## src/inc/dlecr_map.svh

```systemverilog
// Register indices, field positions, reset values and strap codes
`ifndef DLECR_MAP_SVH
`define DLECR_MAP_SVH

// =====================================================================
// Register indices; byte address is four times the index
`define DLECR_IDX_LINK 6'h04
`define DLECR_IDX_EQ 6'h05
`define DLECR_ADDR_W 8

// =====================================================================
// Link control and status fields
`define DLECR_LINK_LOCK_BIT 7
`define DLECR_LINK_ODIS_BIT 6
`define DLECR_LINK_PRBS_BIT 5
`define DLECR_LINK_SLEEP_BIT 4
`define DLECR_LINK_IF_HI 3
`define DLECR_LINK_IF_LO 2
`define DLECR_LINK_BACK_BIT 1
`define DLECR_LINK_FORE_BIT 0

// =====================================================================
// Equalizer and conversion fields
`define DLECR_EQ_CMD_BIT 7
`define DLECR_EQ_CUT_HI 6
`define DLECR_EQ_CUT_LO 5
`define DLECR_EQ_BOOST_BIT 4
`define DLECR_EQ_GAIN_HI 3
`define DLECR_EQ_GAIN_LO 0

// =====================================================================
// Reset values and strap-driven defaults
`define DLECR_RST_ODIS 1'h0
`define DLECR_RST_PRBS 1'h0
`define DLECR_RST_SLEEP 1'h0
`define DLECR_RST_BACK 1'h1
`define DLECR_RST_FORE 1'h1
`define DLECR_RST_CMD 1'h0
`define DLECR_RST_CUT 2'h1
`define DLECR_RST_BOOST 1'h0
`define DLECR_GAIN_EQS_HIGH 4'h4
`define DLECR_GAIN_EQS_LOW 4'h9
`define DLECR_GAIN_BAD_TOP 2'h3

`endif

```

## src/inc/dlecr_pkg.sv

```systemverilog
// Types shared by the link configuration register bank
package dlecr_pkg;

   typedef enum logic [1:0] {
      DLECR_IF_I2C = 2'h0,
      DLECR_IF_UART = 2'h1,
      DLECR_IF_OFF_A = 2'h2,
      DLECR_IF_OFF_B = 2'h3
   } dlecr_if_e;

   typedef enum logic [1:0] {
      DLECR_HIT_NONE = 2'h0,
      DLECR_HIT_LINK = 2'h1,
      DLECR_HIT_EQ = 2'h3
   } dlecr_hit_e;

   typedef enum logic {
      DLECR_ST_WAIT = 1'b0,
      DLECR_ST_DONE = 1'b1
   } dlecr_strap_e;

   typedef struct packed {
      dlecr_strap_e st;
      logic sleep;
      logic [3:0] gain;
   } dlecr_strap_s;

   typedef struct packed {
      logic init_done;
      logic out_dis;
      logic prbs_en;
      logic sleep;
      dlecr_if_e if_sel;
      logic back_en;
      logic fore_en;
      logic cmd_only;
      logic [1:0] cutoff;
      logic boost_dis;
      logic [3:0] gain;
      logic [7:0] rdata;
   } dlecr_regs_s;

endpackage

```

## src/logic/dlecr_strap.sv

```systemverilog
// Captures the configuration pins once after reset release
`timescale 1ns/100ps
`include "dlecr_map.svh"

module dlecr_strap
   import dlecr_pkg::*;
(
   input wire logic pclk,
   input wire logic presetn,
   input wire logic control_direction_pin,
   input wire logic mode_select_pin,
   input wire logic equalizer_default_pin,
   output logic strap_valid,
   output logic strap_sleep,
   output logic [3:0] strap_gain
);

   dlecr_strap_s s_q;
   dlecr_strap_s s_d;

   // =====================================================================
   // Pins are sampled by a clocked edge, never by the async reset
   always_comb begin
      s_d = s_q;
      unique case (s_q.st)
         DLECR_ST_WAIT: begin
            s_d.st = DLECR_ST_DONE;
            s_d.sleep = control_direction_pin & mode_select_pin;
            s_d.gain = equalizer_default_pin ? `DLECR_GAIN_EQS_HIGH
                                             : `DLECR_GAIN_EQS_LOW;
         end
         DLECR_ST_DONE: begin
            s_d = s_q;
         end
      endcase
   end

   always_ff @(posedge pclk or negedge presetn) begin
      if (!presetn) begin
         s_q <= '{st: DLECR_ST_WAIT, sleep: 1'b0, gain: 4'h0};
      end else begin
         s_q <= s_d;
      end
   end

   assign strap_valid = (s_q.st == DLECR_ST_DONE);
   assign strap_sleep = s_q.sleep;
   assign strap_gain = s_q.gain;

endmodule // dlecr_strap

```

## src/logic/dlecr_regs.sv

```systemverilog
// APB register bank for link control and equalizer configuration
//
// The APB register port was chosen for this implementation.
`timescale 1ns/100ps
`include "dlecr_map.svh"

// What this block does
// - Link bit 4 puts the device to sleep when set, defaulting from two pins.
// - Link bits 3:2 pick I2C (00), UART (01) or no peripheral port (1x).
// - Link bit 1 enables sending on the back channel and resets to 1.
// - Link bit 0 enables receiving on the fore channel and resets to 1.
// - Equalizer bit 7 set drops the register address from I2C conversion.
// - Equalizer bits 6:5 choose the highpass cutoff and reset to 01.
// - Equalizer bits 3:0 set boost gain 0000 to 1011; 11xx is not used.
// - The gain loads 0100 with the default pin high and 1001 with it low.
module dlecr_regs
   import dlecr_pkg::*;
(
   input wire logic pclk,
   input wire logic presetn,
   input wire logic psel,
   input wire logic penable,
   input wire logic pwrite,
   input wire logic [`DLECR_ADDR_W-1:0] paddr,
   input wire logic [31:0] pwdata,
   output logic [31:0] prdata,
   output logic pready,
   output logic pslverr,
   input wire logic link_acquired_flag,
   input wire logic control_direction_pin,
   input wire logic mode_select_pin,
   input wire logic equalizer_default_pin,
   output logic sleep_mode,
   output logic output_disable,
   output logic pattern_test_enable,
   output logic [1:0] peripheral_interface_select,
   output logic i2c_port_enable,
   output logic uart_port_enable,
   output logic back_channel_send_enable,
   output logic fore_channel_receive_enable,
   output logic command_byte_only_select,
   output logic [1:0] equalizer_cutoff_select,
   output logic boost_disable,
   output logic [3:0] equalizer_gain_select
);

   dlecr_regs_s r_q;
   dlecr_regs_s r_d;
   logic strap_valid;
   logic strap_sleep;
   logic [3:0] strap_gain;
   dlecr_hit_e hit;
   logic wr_acc;

   // =====================================================================
   // Address decode, shared by the read and write paths
   function automatic dlecr_hit_e dlecr_decode(
      input logic [`DLECR_ADDR_W-1:0] a);
      if (a == {`DLECR_IDX_LINK, 2'b00}) begin
         return DLECR_HIT_LINK;
      end else if (a == {`DLECR_IDX_EQ, 2'b00}) begin
         return DLECR_HIT_EQ;
      end else begin
         return DLECR_HIT_NONE;
      end
   endfunction

   function automatic logic [7:0] dlecr_read(
      input dlecr_hit_e h, input dlecr_regs_s r, input logic lock);
      unique case (h)
         DLECR_HIT_LINK: return {lock, r.out_dis, r.prbs_en, r.sleep,
                                 r.if_sel, r.back_en, r.fore_en};
         DLECR_HIT_EQ: return {r.cmd_only, r.cutoff, r.boost_dis, r.gain};
         default: return 8'h00;
      endcase
   endfunction

   dlecr_strap dlecr_strap_inst (
      .pclk(pclk),
      .presetn(presetn),
      .control_direction_pin(control_direction_pin),
      .mode_select_pin(mode_select_pin),
      .equalizer_default_pin(equalizer_default_pin),
      .strap_valid(strap_valid),
      .strap_sleep(strap_sleep),
      .strap_gain(strap_gain)
   );

   assign hit = dlecr_decode(paddr);
   // Bus stalls until strap defaults are in place, so no write is lost
   assign pready = r_q.init_done;
   assign pslverr = psel & penable & (hit == DLECR_HIT_NONE);
   assign wr_acc = psel & penable & pwrite & pready;

   // =====================================================================
   // Next-state logic
   always_comb begin
      dlecr_regs_s base;
      // Strap defaults go in first, so a read captured on the init
      // edge already returns them instead of the bare reset values
      base = r_q;
      if (!r_q.init_done && strap_valid) begin
         base.init_done = 1'b1;
         base.sleep = strap_sleep;
         base.gain = strap_gain;
      end
      r_d = base;
      // Read data is captured while selected so it comes from a flop
      if (psel && !pwrite) begin
         r_d.rdata = dlecr_read(hit, base, link_acquired_flag);
      end
      if (wr_acc && hit == DLECR_HIT_LINK) begin
         r_d.out_dis = pwdata[`DLECR_LINK_ODIS_BIT];
         r_d.prbs_en = pwdata[`DLECR_LINK_PRBS_BIT];
         r_d.sleep = pwdata[`DLECR_LINK_SLEEP_BIT];
         r_d.if_sel = dlecr_if_e'(
            pwdata[`DLECR_LINK_IF_HI:`DLECR_LINK_IF_LO]);
         r_d.back_en = pwdata[`DLECR_LINK_BACK_BIT];
         r_d.fore_en = pwdata[`DLECR_LINK_FORE_BIT];
      end
      if (wr_acc && hit == DLECR_HIT_EQ) begin
         r_d.cmd_only = pwdata[`DLECR_EQ_CMD_BIT];
         r_d.cutoff = pwdata[`DLECR_EQ_CUT_HI:`DLECR_EQ_CUT_LO];
         r_d.boost_dis = pwdata[`DLECR_EQ_BOOST_BIT];
         // Unused gain codes are dropped; the old gain stays
         if (pwdata[`DLECR_EQ_GAIN_HI:`DLECR_EQ_GAIN_HI-1]
             != `DLECR_GAIN_BAD_TOP) begin
            r_d.gain = pwdata[`DLECR_EQ_GAIN_HI:`DLECR_EQ_GAIN_LO];
         end
      end
   end

   always_ff @(posedge pclk or negedge presetn) begin
      if (!presetn) begin
         r_q <= '{init_done: 1'b0,
                  out_dis: `DLECR_RST_ODIS,
                  prbs_en: `DLECR_RST_PRBS,
                  sleep: `DLECR_RST_SLEEP,
                  if_sel: DLECR_IF_I2C,
                  back_en: `DLECR_RST_BACK,
                  fore_en: `DLECR_RST_FORE,
                  cmd_only: `DLECR_RST_CMD,
                  cutoff: `DLECR_RST_CUT,
                  boost_dis: `DLECR_RST_BOOST,
                  gain: `DLECR_GAIN_EQS_HIGH,
                  rdata: 8'h00};
      end else begin
         r_q <= r_d;
      end
   end

   // =====================================================================
   // Outputs
   assign prdata = {24'h000000, r_q.rdata};
   assign sleep_mode = r_q.sleep;
   assign output_disable = r_q.out_dis;
   assign pattern_test_enable = r_q.prbs_en;
   assign peripheral_interface_select = r_q.if_sel;
   assign i2c_port_enable = (r_q.if_sel == DLECR_IF_I2C);
   assign uart_port_enable = (r_q.if_sel == DLECR_IF_UART);
   assign back_channel_send_enable = r_q.back_en;
   assign fore_channel_receive_enable = r_q.fore_en;
   assign command_byte_only_select = r_q.cmd_only;
   assign equalizer_cutoff_select = r_q.cutoff;
   assign boost_disable = r_q.boost_dis;
   assign equalizer_gain_select = r_q.gain;

   // =====================================================================
   // Checks
   sleep_strap_a: assert property (
      @(posedge pclk) disable iff (!presetn)
      $rose(r_q.init_done) |-> sleep_mode == $past(strap_sleep))
      else $error("sleep default not taken from pins");

   if_write_a: assert property (
      @(posedge pclk) disable iff (!presetn)
      wr_acc && hit == DLECR_HIT_LINK |=>
         peripheral_interface_select == $past(pwdata[3:2])
         && i2c_port_enable == ($past(pwdata[3:2]) == 2'h0))
      else $error("peripheral select not written");

   back_write_a: assert property (
      @(posedge pclk) disable iff (!presetn)
      wr_acc && hit == DLECR_HIT_LINK |=>
         back_channel_send_enable == $past(pwdata[1]))
      else $error("back channel enable not written");

   fore_write_a: assert property (
      @(posedge pclk) disable iff (!presetn)
      wr_acc && hit == DLECR_HIT_LINK |=>
         fore_channel_receive_enable == $past(pwdata[0]))
      else $error("fore channel enable not written");

   cmd_only_a: assert property (
      @(posedge pclk) disable iff (!presetn)
      wr_acc && hit == DLECR_HIT_EQ |=>
         command_byte_only_select == $past(pwdata[7]))
      else $error("command byte select not written");

   cutoff_write_a: assert property (
      @(posedge pclk) disable iff (!presetn)
      wr_acc && hit == DLECR_HIT_EQ |=>
         equalizer_cutoff_select == $past(pwdata[6:5]))
      else $error("cutoff not written");

   gain_guard_a: assert property (
      @(posedge pclk) disable iff (!presetn)
      wr_acc && hit == DLECR_HIT_EQ && pwdata[3:2] == 2'h3 |=>
         $stable(equalizer_gain_select))
      else $error("unused gain code accepted");

   gain_strap_a: assert property (
      @(posedge pclk) disable iff (!presetn)
      $rose(r_q.init_done) |-> equalizer_gain_select == $past(strap_gain)
         && (equalizer_gain_select == 4'h4 || equalizer_gain_select == 4'h9))
      else $error("gain default not taken from pin");

   lock_read_a: assert property (
      @(posedge pclk) disable iff (!presetn)
      psel && !pwrite && hit == DLECR_HIT_LINK |=>
         prdata[7] == $past(link_acquired_flag))
      else $error("lock bit not reflected");

   boost_write_a: assert property (
      @(posedge pclk) disable iff (!presetn)
      wr_acc && hit == DLECR_HIT_EQ |=> boost_disable == $past(pwdata[4]))
      else $error("boost disable not written");

endmodule // dlecr_regs

```

## config.mk

```make
export PLATFORM = sky130hd
export DESIGN_NAME = dlecr_regs
export DESIGN_NICKNAME = d
export VERILOG_FILES = /design/src/inc/dlecr_pkg.sv /design/src/logic/dlecr_strap.sv /design/src/logic/dlecr_regs.sv
export VERILOG_INCLUDE_DIRS = /design/src /design/src/inc
export SDC_FILE = /design/constraint.sdc
export NUM_CORES = 1
export LEC_CHECK = 0
export BUFFER_PORTS_ARGS = -buffer_cell sky130_fd_sc_hd__buf_2
export CAP_MARGIN = 10
export CORE_ASPECT_RATIO = 1.4
export CORE_MARGIN = 2
export CORE_UTILIZATION = 37
export CTS_BUF_LIST = sky130_fd_sc_hd__clkbuf_8 sky130_fd_sc_hd__clkbuf_16
export DETAILED_ROUTE_END_ITERATION = 7
export GPL_TIMING_DRIVEN = 0
export PLACE_DENSITY = 0.75
export SLEW_MARGIN = 25
export SYNTH_ARGS = -nofsm -noshare
export SYNTH_HDL_FRONTEND = slang
export SYNTH_SLANG_ARGS = --single-unit
```

## constraint.sdc

```tcl
create_clock -name pclk -period 1.2 [get_ports pclk]
set_input_delay 0.06 -clock pclk [delete_from_list [all_inputs] [get_ports pclk]]
set_output_delay 0.06 -clock pclk [all_outputs]
set_load 0.05 [all_outputs]
```

# Yosys cells after proc, flatten, opt, wreduce, memory -nomap -nowiden
# Cells that the tools add are included.
# totals
wordCells,45
in_bits,49
out_inout_bits,51
register_bits,30
# op_classes
bitwise_logic,6
muxes,10
reduce_logical,8
eq_ne,6
# ops
cell,n
$eq A8 B5 Y1 const B,2
$mux W4,4
$pmux W8 S2,1
$pmux W6 S2,1
$and A1 B1 Y1,5
$mux W5,1
$eq A2 B1 Y1 const B,2
$logic_and A1 B1 Y1,4
$logic_not A2 Y1,2
$mux W2,2
$eq A2 B2 Y1 const B,1
$logic_not A1 Y1,2
$ne A2 B2 Y1 const B,1
$mux W1,1
$not A1 Y1,1

# Logic depth before layout (Yosys ltp)
# Gate-level depths: netlist of run 1.
# depth
ltp_word,6
mapped_depth,5
mapped_depth_nobuf,4

# Modules after synthesis
# From an unflattened synthesis of run 1, not the netlist that was laid out.
# hier_totals
hier_cells,137
area_unflattened_um2,1534.0
# modules_own_cells
mod,area_per_inst_um2,n_inst,seq_area_each_um2,cells_per_inst
dlecr_regs,1370.1,1,605.6,123
dlecr_strap,163.9,1,100.1,14

# Least setup slack after synthesis of run 1
# OpenSTA, ideal clock, no wires.
# synth_path
path_type,reg-to-reg
startpoint,register r_q (netlist bit pready)
endpoint,register r_q (netlist bit boost_disable)
stages_incl_launch_ff,5
setup_slack_ns,-0.437
t_arrival_ns,1.512
path_buffers,1
period_less_slack_ns,1.637
required_time_ns,1.075
setup_ns,0.125
path_cell_list,dfrtp_1 -> nand4_2 -> or2_1 -> buf_6 -> mux2_4
# synth_between
elab_chain_cells,2
# synth_lines
element,line_no,source
from (decl),dlecr_regs.sv:47,dlecr_regs_s r_q;
from (signal assigned),dlecr_regs.sv:135,"r_q <= '{init_done: 1'b0,"
from (signal assigned),dlecr_regs.sv:148,r_q <= r_d;
$and A1 B1 Y1,dlecr_regs.sv:93,assign wr_acc = psel & penable & pwrite & pready;
$logic_and A1 B1 Y1,dlecr_regs.sv:121,if (wr_acc && hit == DLECR_HIT_EQ) begin
# Every way passes these cells.
# A chain may end at the register's enable or synchronous reset.

==> summary.txt, run 1 <==
gate count of the mapped netlist: 128
DR iter-0 viols: 22
part of the total power dissipated in combinational logic: 0.259
vias in the first global route: 1036
most common library cell in the layout ignoring fill and taps: buf_2
Filler Cell Count: 358
deepest level of the CTS H-tree: 1
later-pin clock latency in the skew report: 0.27 ns
Final Net Count: 263
data arrival time of the worst path: 1.59 ns
number of buffers and inverters on the critical path: 0
area post-placement: 1900 um^2
routed len/inst: 12.5 um
core region area: 3880 um^2
antenna cells: 0
peak ir drop on the vdd network: 0.000597 V
failing checks: setup timing
Post-Route Skew: 0.00568 ns
top flip-flop cell by instance count after synthesis: dfrtp_1
Worst Setup Start Kind: register
final HPWL from detailed placement: 2480 um
part of the cycle the worst path needs: 1.19
power share of the sequential group: 0.470
antenna violations before repair: 0
die height: 79.0 um
maximum achievable frequency: 701 MHz
via count: 1146
mean cell area of the mapped netlist: 11.6 um^2
standard-cell row count: 27
FFs w/ async S/R, synth: 1.00
power density over the cells: 1010 nW/um^2
Final Critical Period: 1.43 ns
Leakage Power: 1.16 nW
maximum fanout count along the critical path: 4
worst slew margin relative to its limit: 0.597
Critical Path, Cell by Cell: and2b_2 -> mux2_4 -> mux2_2
element type at the critical path end: register
clock slew at reported path FFs: 0.10 ns
count of pins over their slew limit: 0
number of buffers inserted during clock tree synthesis: 3
leading cell types in the layout, fill and taps excluded: 48 x buf_2, 30 x buf_4, 25 x conb_1
total routed wirelength: 3210 um
result of the run: finished with violations
Critical Path Max Stage Delay: 0.45 ns
Routed Antenna Nets: 0
Final GP Congestion: 0.793
portion of total power attributed to the clock network: 0.271
Cell Area, Synth: 1490 um^2
Critical Path Slowest Stage Cell: dfrtp_2
internal power of the cells: 0.00145 W
all-layer global routing usage: 0.133
switching portion of total power: 0.325
total gr overflow: 0
largest net degree at the start of global routing: 29
type of the most critical hold path: in2reg
cell at the root of the clock tree: clkbuf_8
portion of the post-synthesis area used by sequential elements: 0.475
Remaining DRCs: 0
routed vias/inst: 4.48
first-pass GRT wire length: 4750 um
transition time at the pin with the least slew margin: 0.604 ns
number of port buffers: 51
clock tree from TritonCTS: done
warning count from the yosys run: 0
max-capacitance violation count: 0
Final Hold Fails: 0
category of cells accounting for the largest share of critical-path delay: multiplexers
Final Total Pwr: 0.00215 W
Die X: 57.6 um
count of distinct cell types in the synthesized netlist: 32
pre-CTS setup slack: -0.375 ns
fraction of layout instances using a drive strength above 1: 0.582
number of top-level pins: 100
summed area of non-filler cells in the final layout: 2130 um^2
Initial Util: 0.383
First-pass DRT Iterations: 4
DIE AREA: 4550 um^2
critical path start-end classification: reg2reg
Setup WS post-layout: -0.227 ns
Req. time, crit path: 1.37 ns
clk buf depth: 2
sinks on the clock net: 28
flops & latches, synth: 28
Post-synth EDFFs: 0
number of setup violations in the final report: 17
area overhead of the layout relative to synthesis: 43.3%
post-layout utilization of the core: 0.548
RSZ-0062 raised after global routing: true
total net switching power: 0.000697 W
stage by stage:
stage,hold WS (ns),instances,setup TNS [ns]
final,0.0232,256,-2.09
after global routing,0.0114,256,-3.21
after detailed placement,0.109,245,-5.46
after floorplan,-0.236,151,-4.27
after global placement,0.103,245,-5.40
after CTS,0.0160,253,-2.82
path summary, 6_finish.rpt:
check                                                       to       from  cells past startpoint  slack [ns]
min in group asynchronous       dlecr_strap_inst.strap_gain[0]    presetn                      2        0.32
max in group asynchronous       peripheral_interface_select[0]    presetn                      2        0.45
worst max-delay path                                sleep_mode     pready                      3       -0.23
worst min register to register                       prdata[2]  prdata[2]                      1        0.47
worst min-delay path                  command_byte_only_select  pwdata[7]                      2        0.02
worst max register to register                      sleep_mode     pready                      3       -0.23
per-layer routing:
metal	vias to the layer above	global-route usage	part of all wire
met1	534	0.149	0.36
met5	-	0	0
met3	4	0.0179	0.070
met4	0	0.0628	0.015
met2	48	0.242	0.56
li1	560	-	-
registers in the layout (all words and copies together) (netlist names):
signal	cells
dlecr_strap_inst.strap_gain	2
equalizer_cutoff_select	2
prdata	8
output_disable	1
boost_disable	1
pready	1
dlecr_strap_inst.strap_sleep	1
sleep_mode	1
dlecr_strap_inst.strap_valid	1
back_channel_send_enable	1
command_byte_only_select	1
fore_channel_receive_enable	1
peripheral_interface_select	2
pattern_test_enable	1
equalizer_gain_select	4
what timing repair did:
item,4_1_cts,5_1_grt
endpoints found under the setup margin,22,22
hold buffers,2,0
setup buffers,2,3
endpoints found under the hold margin,25,0
pin swaps,1,5
gates resized for setup,9,23
cells by family (layout without fill, tap and decap cells):
kind of cell    after synthesis  after routing  synth area share
simple gates                 31             31             0.121
other cells                   2             25           0.00505
mux                          23             23             0.184
flops                        28             28             0.475
buf+inv                      30             92             0.141
compound gates               14             14            0.0741
layout make-up:
| cell class | instances | area, um^2 | area share |
|---|---|---|---|
| multi-input cells | 93 | 773 | 0.363 |
| flip-flops and latches | 28 | 709 | 0.333 |
| repair buffers | 58 | 328 | 0.154 |
| plain buffers | 28 | 203 | 0.0952 |
| clock buffers | 4 | 55.1 | 0.0259 |
| well taps | 43 | 53.8 | 0.0253 |
| inverters | 2 | 7.51 | 0.00353 |
synthesized netlist by cell type (2+ instances only):
master | n | area (um^2)
a2111oi_0 | 2 | 17.5
mux2i_1 | 7 | 70.1
nand2b_1 | 2 | 12.5
or3_2 | 2 | 15.0
nor2_1 | 7 | 26.3
mux2_4 | 6 | 90.1
buf_4 | 24 | 180
o41ai_1 | 2 | 17.5
mux2_2 | 10 | 113
a21o_1 | 2 | 15.0
nand2_1 | 9 | 33.8
inv_1 | 2 | 7.51
dfrtp_1 | 24 | 601
a21boi_0 | 2 | 15.0
dfstp_2 | 4 | 105
clkbuf_1 | 2 | 7.51
o31ai_1 | 4 | 30.0
conb_1 | 2 | 7.51
and3_1 | 2 | 12.5
worst register-to-register path, cell delays in order (launching register included):
cell and delay, ns:
dfrtp_2 0.45, and2b_2 0.28, mux2_4 0.33, mux2_2 0.27
power groups by stage:
stage / Sequential [W] / Clock (W) / Combinational [W]
2_1_floorplan: 0.00110 / 0 / 0.000320
3_3_place_gp: 0.00103 / 0 / 0.000511
3_5_place_dp: 0.00103 / 0 / 0.000516
4_1_cts: 0.00101 / 0.000598 / 0.000535
5_1_grt: 0.00101 / 0.000635 / 0.000584
6_report: 0.00101 / 0.000582 / 0.000555
Power figures use the tool's default switching activity.
==> run 2, diff against run 1 <==
--- a/config.mk
+++ b/config.mk
@@ -10,11 +10,11 @@
 export CAP_MARGIN = 10
 export CORE_ASPECT_RATIO = 1.4
 export CORE_MARGIN = 2
-export CORE_UTILIZATION = 37
-export CTS_BUF_LIST = sky130_fd_sc_hd__clkbuf_8 sky130_fd_sc_hd__clkbuf_16
+export CORE_UTILIZATION = 39
+export CTS_BUF_LIST = sky130_fd_sc_hd__clkbuf_2
 export DETAILED_ROUTE_END_ITERATION = 7
 export GPL_TIMING_DRIVEN = 0
-export PLACE_DENSITY = 0.75
+export PLACE_DENSITY = 0.79
 export SLEW_MARGIN = 25
 export SYNTH_ARGS = -nofsm -noshare
 export SYNTH_HDL_FRONTEND = slang
==> summary.txt, run 2 (synthesis results as in run 1) <==
number of top-level pins: 100 (unchanged)
summed area of non-filler cells in the final layout: 2270 um^2 (+6.8%)
result of the run: finished with violations
total gr overflow: 0 (unchanged)
Largest register FFs: 8 (unchanged)
Final Net Count: 277 (+5.3%)
type of the most critical hold path: in2reg
Initial Util: 0.408 (+0.0254)
part of the total power dissipated in combinational logic: 0.278 (+0.019)
RR Startpoint: pready
number of port buffers: 51 (unchanged)
Filler Cell Count: 304 (-15%)
Worst Setup Start Kind: register
routed len/inst: 13.3 um (+6.1%)
routed vias/inst: 4.50 (+0.48%)
Post-Route Skew: 0.00250 ns (-0.00319 ns)
number of setup violations in the final report: 22 (+5)
total routed wirelength: 3570 um (+12%)
switching portion of total power: 0.321 (-0.00428)
leading cell types in the layout, fill and taps excluded: 40 x buf_2, 34 x buf_4, 25 x conb_1
clk buf depth: 2 (unchanged)
peak ir drop on the vdd network: 0.000689 V (+15%)
all-layer global routing usage: 0.162 (+0.0287)
DR iter-0 viols: 17 (-23%)
Setup WS post-layout: -0.281 ns (-0.0540 ns)
clock tree from TritonCTS: done
antenna violations before repair: 0 (unchanged)
Final Critical Period: 1.48 ns (+0.0540 ns)
Leakage Power: 1.24 nW (+7.7%)
start point of the worst min-delay path: paddr[2]
deepest level of the CTS H-tree: 1 (unchanged)
standard-cell row count: 26 (-3.7%)
Routed Antenna Nets: 0 (unchanged)
cell at the root of the clock tree: clkbuf_2
data arrival time of the worst path: 1.77 ns (+0.18 ns)
final HPWL from detailed placement: 2590 um (+4.1%)
number of buffers inserted during clock tree synthesis: 3 (unchanged)
sinks on the clock net: 28 (unchanged)
post-layout utilization of the core: 0.624 (+0.0758)
area post-placement: 1900 um^2 (about the same)
area overhead of the layout relative to synthesis: 52.9%
failing checks: setup timing
part of the cycle the worst path needs: 1.23 (+0.0450)
worst hold stages: 4 (+2)
via count: 1210 (+5.6%)
Total Negative Setup Slacks: -3.73 ns (-1.64 ns)
DIE AREA: 4330 um^2 (-4.8%)
clock slew at reported path FFs: 0.25 ns (+0.15 ns)
Final Hold Fails: 0 (unchanged)
antenna cells: 0 (unchanged)
power density over the cells: 961 nW/um^2 (-4.6%)
vias in the first global route: 1172 (+13%)
transition time at the pin with the least slew margin: 0.658 ns (+0.0534 ns)
RSZ-0062 raised after global routing: true
max-capacitance violation count: 0 (unchanged)
First-pass DRT Iterations: 4 (unchanged)
later-pin clock latency in the skew report: 0.36 ns (+0.09 ns)
critical path start-end classification: reg2reg
die height: 77.0 um (-2.5%)
core region area: 3640 um^2 (-6.2%)
Remaining DRCs: 0 (unchanged)
startpoint of the worst setup timing path: pready
maximum achievable frequency: 675 MHz (-3.6%)
fraction of layout instances using a drive strength above 1: 0.568 (-0.0139)
power share of the sequential group: 0.465 (-0.005)
Final GP Congestion: 0.734 (-7.5%)
internal power of the cells: 0.00148 W (+2.5%)
Die X: 56.2 um (-2.4%)
element type at the critical path end: register
first-pass GRT wire length: 5460 um (+15%)
most common library cell in the layout ignoring fill and taps: buf_2
maximum fanout count along the critical path: 5 (+1)
portion of total power attributed to the clock network: 0.257 (-0.014)
total net switching power: 0.000701 W (+0.54%)
depth of the most critical reg-to-reg path: 3 (unchanged)
count of pins over their slew limit: 0 (unchanged)
worst slew margin relative to its limit: 0.562 (-0.0356)
Req. time, crit path: 1.49 ns (+0.12 ns)
largest net degree at the start of global routing: 29 (unchanged)
## run 2: cell count changes in the layout (fill, tap and decap cells not counted), sizes merged
| cell | delta |
|---|---|
| bufinv | +1 |
| dlygate4sd3 | +11 |
| clkbuf | +2 |
## run 2: what timing repair did
| action | in CTS | in global routing |
|---|---|---|
| resized for setup | 26 | 13 |
| pin swaps | 1 | 3 |
| endpoints found under the hold margin | 43 | 0 |
| hold buffers | 13 | 0 |
| buffers inserted | 6 | 2 |
| endpoints found under the setup margin | 28 | 31 |
## run 2: final cells by class
class,instances,area (um^2),share of cell area
plain buffers,28,203,0.0892
clock buffers,3,15.0,0.00660
clock inverters,1,30.0,0.0132
inverters,2,7.51,0.00330
multi-input cells,93,749,0.330
flip-flops and latches,28,709,0.312
well taps,42,52.6,0.0231
repair buffers,72,507,0.223
## run 2: path summary, 6_finish.rpt
path | end | slack, ns
max in group asynchronous | peripheral_interface_select[1] | 0.57
worst min-delay path | prdata[4] | 0.12
min in group asynchronous | dlecr_strap_inst.strap_gain[0] | 0.21
worst max-delay path | equalizer_gain_select[0] | -0.28
worst max register to register | equalizer_gain_select[0] | -0.28
worst min register to register | prdata[1] | 0.52
## run 2: routing by layer
metal	wire [um]	GRT usage
met3	207	0.0253
met1	1290	0.173
met4	102	0.0881
met5	0	0
met2	1970	0.295
## run 2: metrics by stage
stage               total power [W]  setup WS [ns]  cells  hold slack (ns)
floorplan                   0.00142         -0.281    151           -0.236
global placement            0.00154         -0.336    244           0.0984
detailed placement          0.00154         -0.395    244            0.102
CTS                         0.00216         -0.245    267           0.0761
global route                0.00227         -0.310    269           0.0943
finish                      0.00219         -0.281    269            0.120
## run 2: critical path, cell delays in order, from the launching register on
cell and delay, ns:
dfrtp_2 0.50, and2b_4 0.32, mux2_4 0.33, mux2_4 0.26
## run 2: power groups by stage
stage	registers (W)	logic, W	clock network (W)
floorplan	0.00110	0.000320	0
global placement	0.00102	0.000512	0
detailed placement	0.00103	0.000516	0
CTS	0.00101	0.000580	0.000573
global route	0.00102	0.000640	0.000611
finish	0.00102	0.000608	0.000562
==> run 3, diff against run 2 <==
--- a/config.mk
+++ b/config.mk
@@ -15,7 +15,7 @@
 export DETAILED_ROUTE_END_ITERATION = 7
 export GPL_TIMING_DRIVEN = 0
 export PLACE_DENSITY = 0.79
-export SLEW_MARGIN = 25
+export SETUP_SLACK_MARGIN = 0.1
 export SYNTH_ARGS = -nofsm -noshare
 export SYNTH_HDL_FRONTEND = slang
 export SYNTH_SLANG_ARGS = --single-unit
==> summary.txt, run 3 (synthesis results as in run 1) <==
portion of total power attributed to the clock network: 0.255 (-0.002)
part of the cycle the worst path needs: 1.21 (-0.0264)
Largest register FFs: 8 (unchanged)
sinks on the clock net: 28 (unchanged)
cell at the root of the clock tree: clkbuf_2
type of the most critical hold path: in2reg
peak ir drop on the vdd network: 0.000760 V (+10%)
standard-cell row count: 26 (unchanged)
DIE AREA: 4330 um^2 (unchanged)
first-pass GRT wire length: 5510 um (+0.77%)
First-pass DRT Iterations: 4 (unchanged)
Initial Util: 0.408 (unchanged)
clk buf depth: 2 (unchanged)
Final Hold Fails: 0 (unchanged)
area overhead of the layout relative to synthesis: 61.3%
RSZ-0062 raised after global routing: true
Routed Antenna Nets: 0 (unchanged)
max-capacitance violation count: 0 (unchanged)
worst hold slack: 0.107 ns (-0.0126 ns)
total gr overflow: 0 (unchanged)
element type at the critical path end: register
critical path start-end classification: reg2reg
die height: 77.0 um (unchanged)
Die X: 56.2 um (unchanged)
failing checks: setup timing
Final Net Count: 282 (+1.8%)
clock tree from TritonCTS: done
final HPWL from detailed placement: 2540 um (-1.9%)
later-pin clock latency in the skew report: 0.35 ns (about the same)
deepest level of the CTS H-tree: 1 (unchanged)
largest net degree at the start of global routing: 29 (unchanged)
power share of the sequential group: 0.465 (about the same)
Filler Cell Count: 287 (-5.6%)
Post-Route Skew: 0.00278 ns (+0.000288 ns)
Leakage Power: 1.27 nW (+2.4%)
routed vias/inst: 4.44 (-1.3%)
leading cell types in the layout, fill and taps excluded: 39 x buf_4, 28 x buf_2, 25 x conb_1
total net switching power: 0.000693 W (-1.0%)
Worst Setup Start Kind: register
data arrival time of the worst path: 1.73 ns (-0.04 ns)
number of port buffers: 51 (unchanged)
clock slew at reported path FFs: 0.25 ns (about the same)
total routed wirelength: 3550 um (-0.67%)
vias in the first global route: 1209 (+3.2%)
fraction of layout instances using a drive strength above 1: 0.573 (+0.00499)
antenna cells: 0 (unchanged)
count of pins over their slew limit: 0 (unchanged)
DR iter-0 viols: 17 (unchanged)
part of the total power dissipated in combinational logic: 0.280 (+0.002)
worst slew margin relative to its limit: 0.588 (+0.0267)
maximum fanout count along the critical path: 4 (-1)
number of buffers inserted during clock tree synthesis: 3 (unchanged)
Req. time, crit path: 1.48 ns (about the same)
number of setup violations in the final report: 22 (unchanged)
antenna violations before repair: 0 (unchanged)
result of the run: finished with violations
transition time at the pin with the least slew margin: 0.617 ns (-0.0401 ns)
number of top-level pins: 100 (unchanged)
Final Critical Period: 1.45 ns (-0.0317 ns)
Total Negative Setup Slacks: -3.50 ns (+0.230 ns)
power density over the cells: 914 nW/um^2 (-5.0%)
Setup WS post-layout: -0.249 ns (+0.0317 ns)
Final GP Congestion: 0.714 (-2.8%)
core region area: 3640 um^2 (unchanged)
all-layer global routing usage: 0.160 (-0.00197)
via count: 1217 (+0.58%)
Remaining DRCs: 0 (unchanged)
maximum achievable frequency: 690 MHz (+2.2%)
routed len/inst: 13.0 um (-2.5%)
most common library cell in the layout ignoring fill and taps: buf_4
internal power of the cells: 0.00150 W (+0.81%)
switching portion of total power: 0.317 (-0.00402)
run 3: cell count changes in the layout (fill, tap and decap cells not counted), sizes merged:
cell and delta:
clkbuf -3, buf +8
run 3: per-stage QoR:
stage / setup slack (ns) / cells / total power [W] / cell area (um^2) / utilization
3_5_place_dp: -0.366 / 244 / 0.00154 / 1910 / 0.523
3_3_place_gp: -0.330 / 244 / 0.00154 / 1910 / 0.523
6_report: -0.249 / 274 / 0.00219 / 2400 / 0.658
5_1_grt: -0.277 / 274 / 0.00228 / 2400 / 0.658
2_1_floorplan: -0.281 / 151 / 0.00143 / 1600 / -
4_1_cts: -0.232 / 269 / 0.00217 / 2250 / 0.618
run 3: layout make-up:
| type | instances | area [um^2] | share of cell area |
|---|---|---|---|
| plain buffers | 28 | 203 | 0.0846 |
| clock buffers | 3 | 15.0 | 0.00626 |
| clock inverters | 1 | 30.0 | 0.0125 |
| inverters | 2 | 7.51 | 0.00313 |
| multi-input cells | 93 | 742 | 0.309 |
| flip-flops and latches | 28 | 709 | 0.296 |
| well taps | 42 | 52.6 | 0.0219 |
| repair buffers | 77 | 638 | 0.266 |
run 3: per-layer routing:
layer / vias to the layer above / track usage / wire length (um)
li1: 601 / - / -
met1: 561 / 0.180 / 1360
met2: 49 / 0.294 / 1920
met3: 6 / 0.0152 / 192
met4: 0 / 0.0762 / 76
met5: - / 0 / 0
run 3: power by group through the flow:
| stage | logic [W] | clock network (W) | registers (W) |
|---|---|---|---|
| floorplan | 0.000320 | 0 | 0.00110 |
| global placement | 0.000512 | 0 | 0.00102 |
| detailed placement | 0.000517 | 0 | 0.00103 |
| CTS | 0.000585 | 0.000572 | 0.00101 |
| global route | 0.000647 | 0.000607 | 0.00102 |
| finish | 0.000613 | 0.000558 | 0.00102 |
run 3: path summary, 6_finish.rpt:
kind / end / startpoint / cells past startpoint / slack, ns
setup / recovery: equalizer_gain_select[0] / pready / 3 / -0.25
hold / removal: equalizer_gain_select[0] / pwdata[3] / 3 / 0.11
setup reg to reg: equalizer_gain_select[0] / pready / 3 / -0.25
hold reg to reg: prdata[7] / prdata[7] / 2 / 0.51
max in group asynchronous: peripheral_interface_select[0] / presetn / 2 / 0.56
min in group asynchronous: dlecr_strap_inst.strap_gain[0] / presetn / 2 / 0.21
run 3: critical path: stages, from the launching register on:
cell and delay [ns]:
dfrtp_2 0.49, and2b_4 0.31, mux2_4 0.32, mux2_4 0.26
run 3: what timing repair did:
| item | CTS | global route |
|---|---|---|
| pin swaps | 2 | 2 |
| gates resized for setup | 37 | 32 |
| buffers inserted | 8 | 5 |
| setup endpoints to repair | 42 | 47 |
| endpoints found under the hold margin | 43 | 0 |
| hold buffers | 13 | 0 |
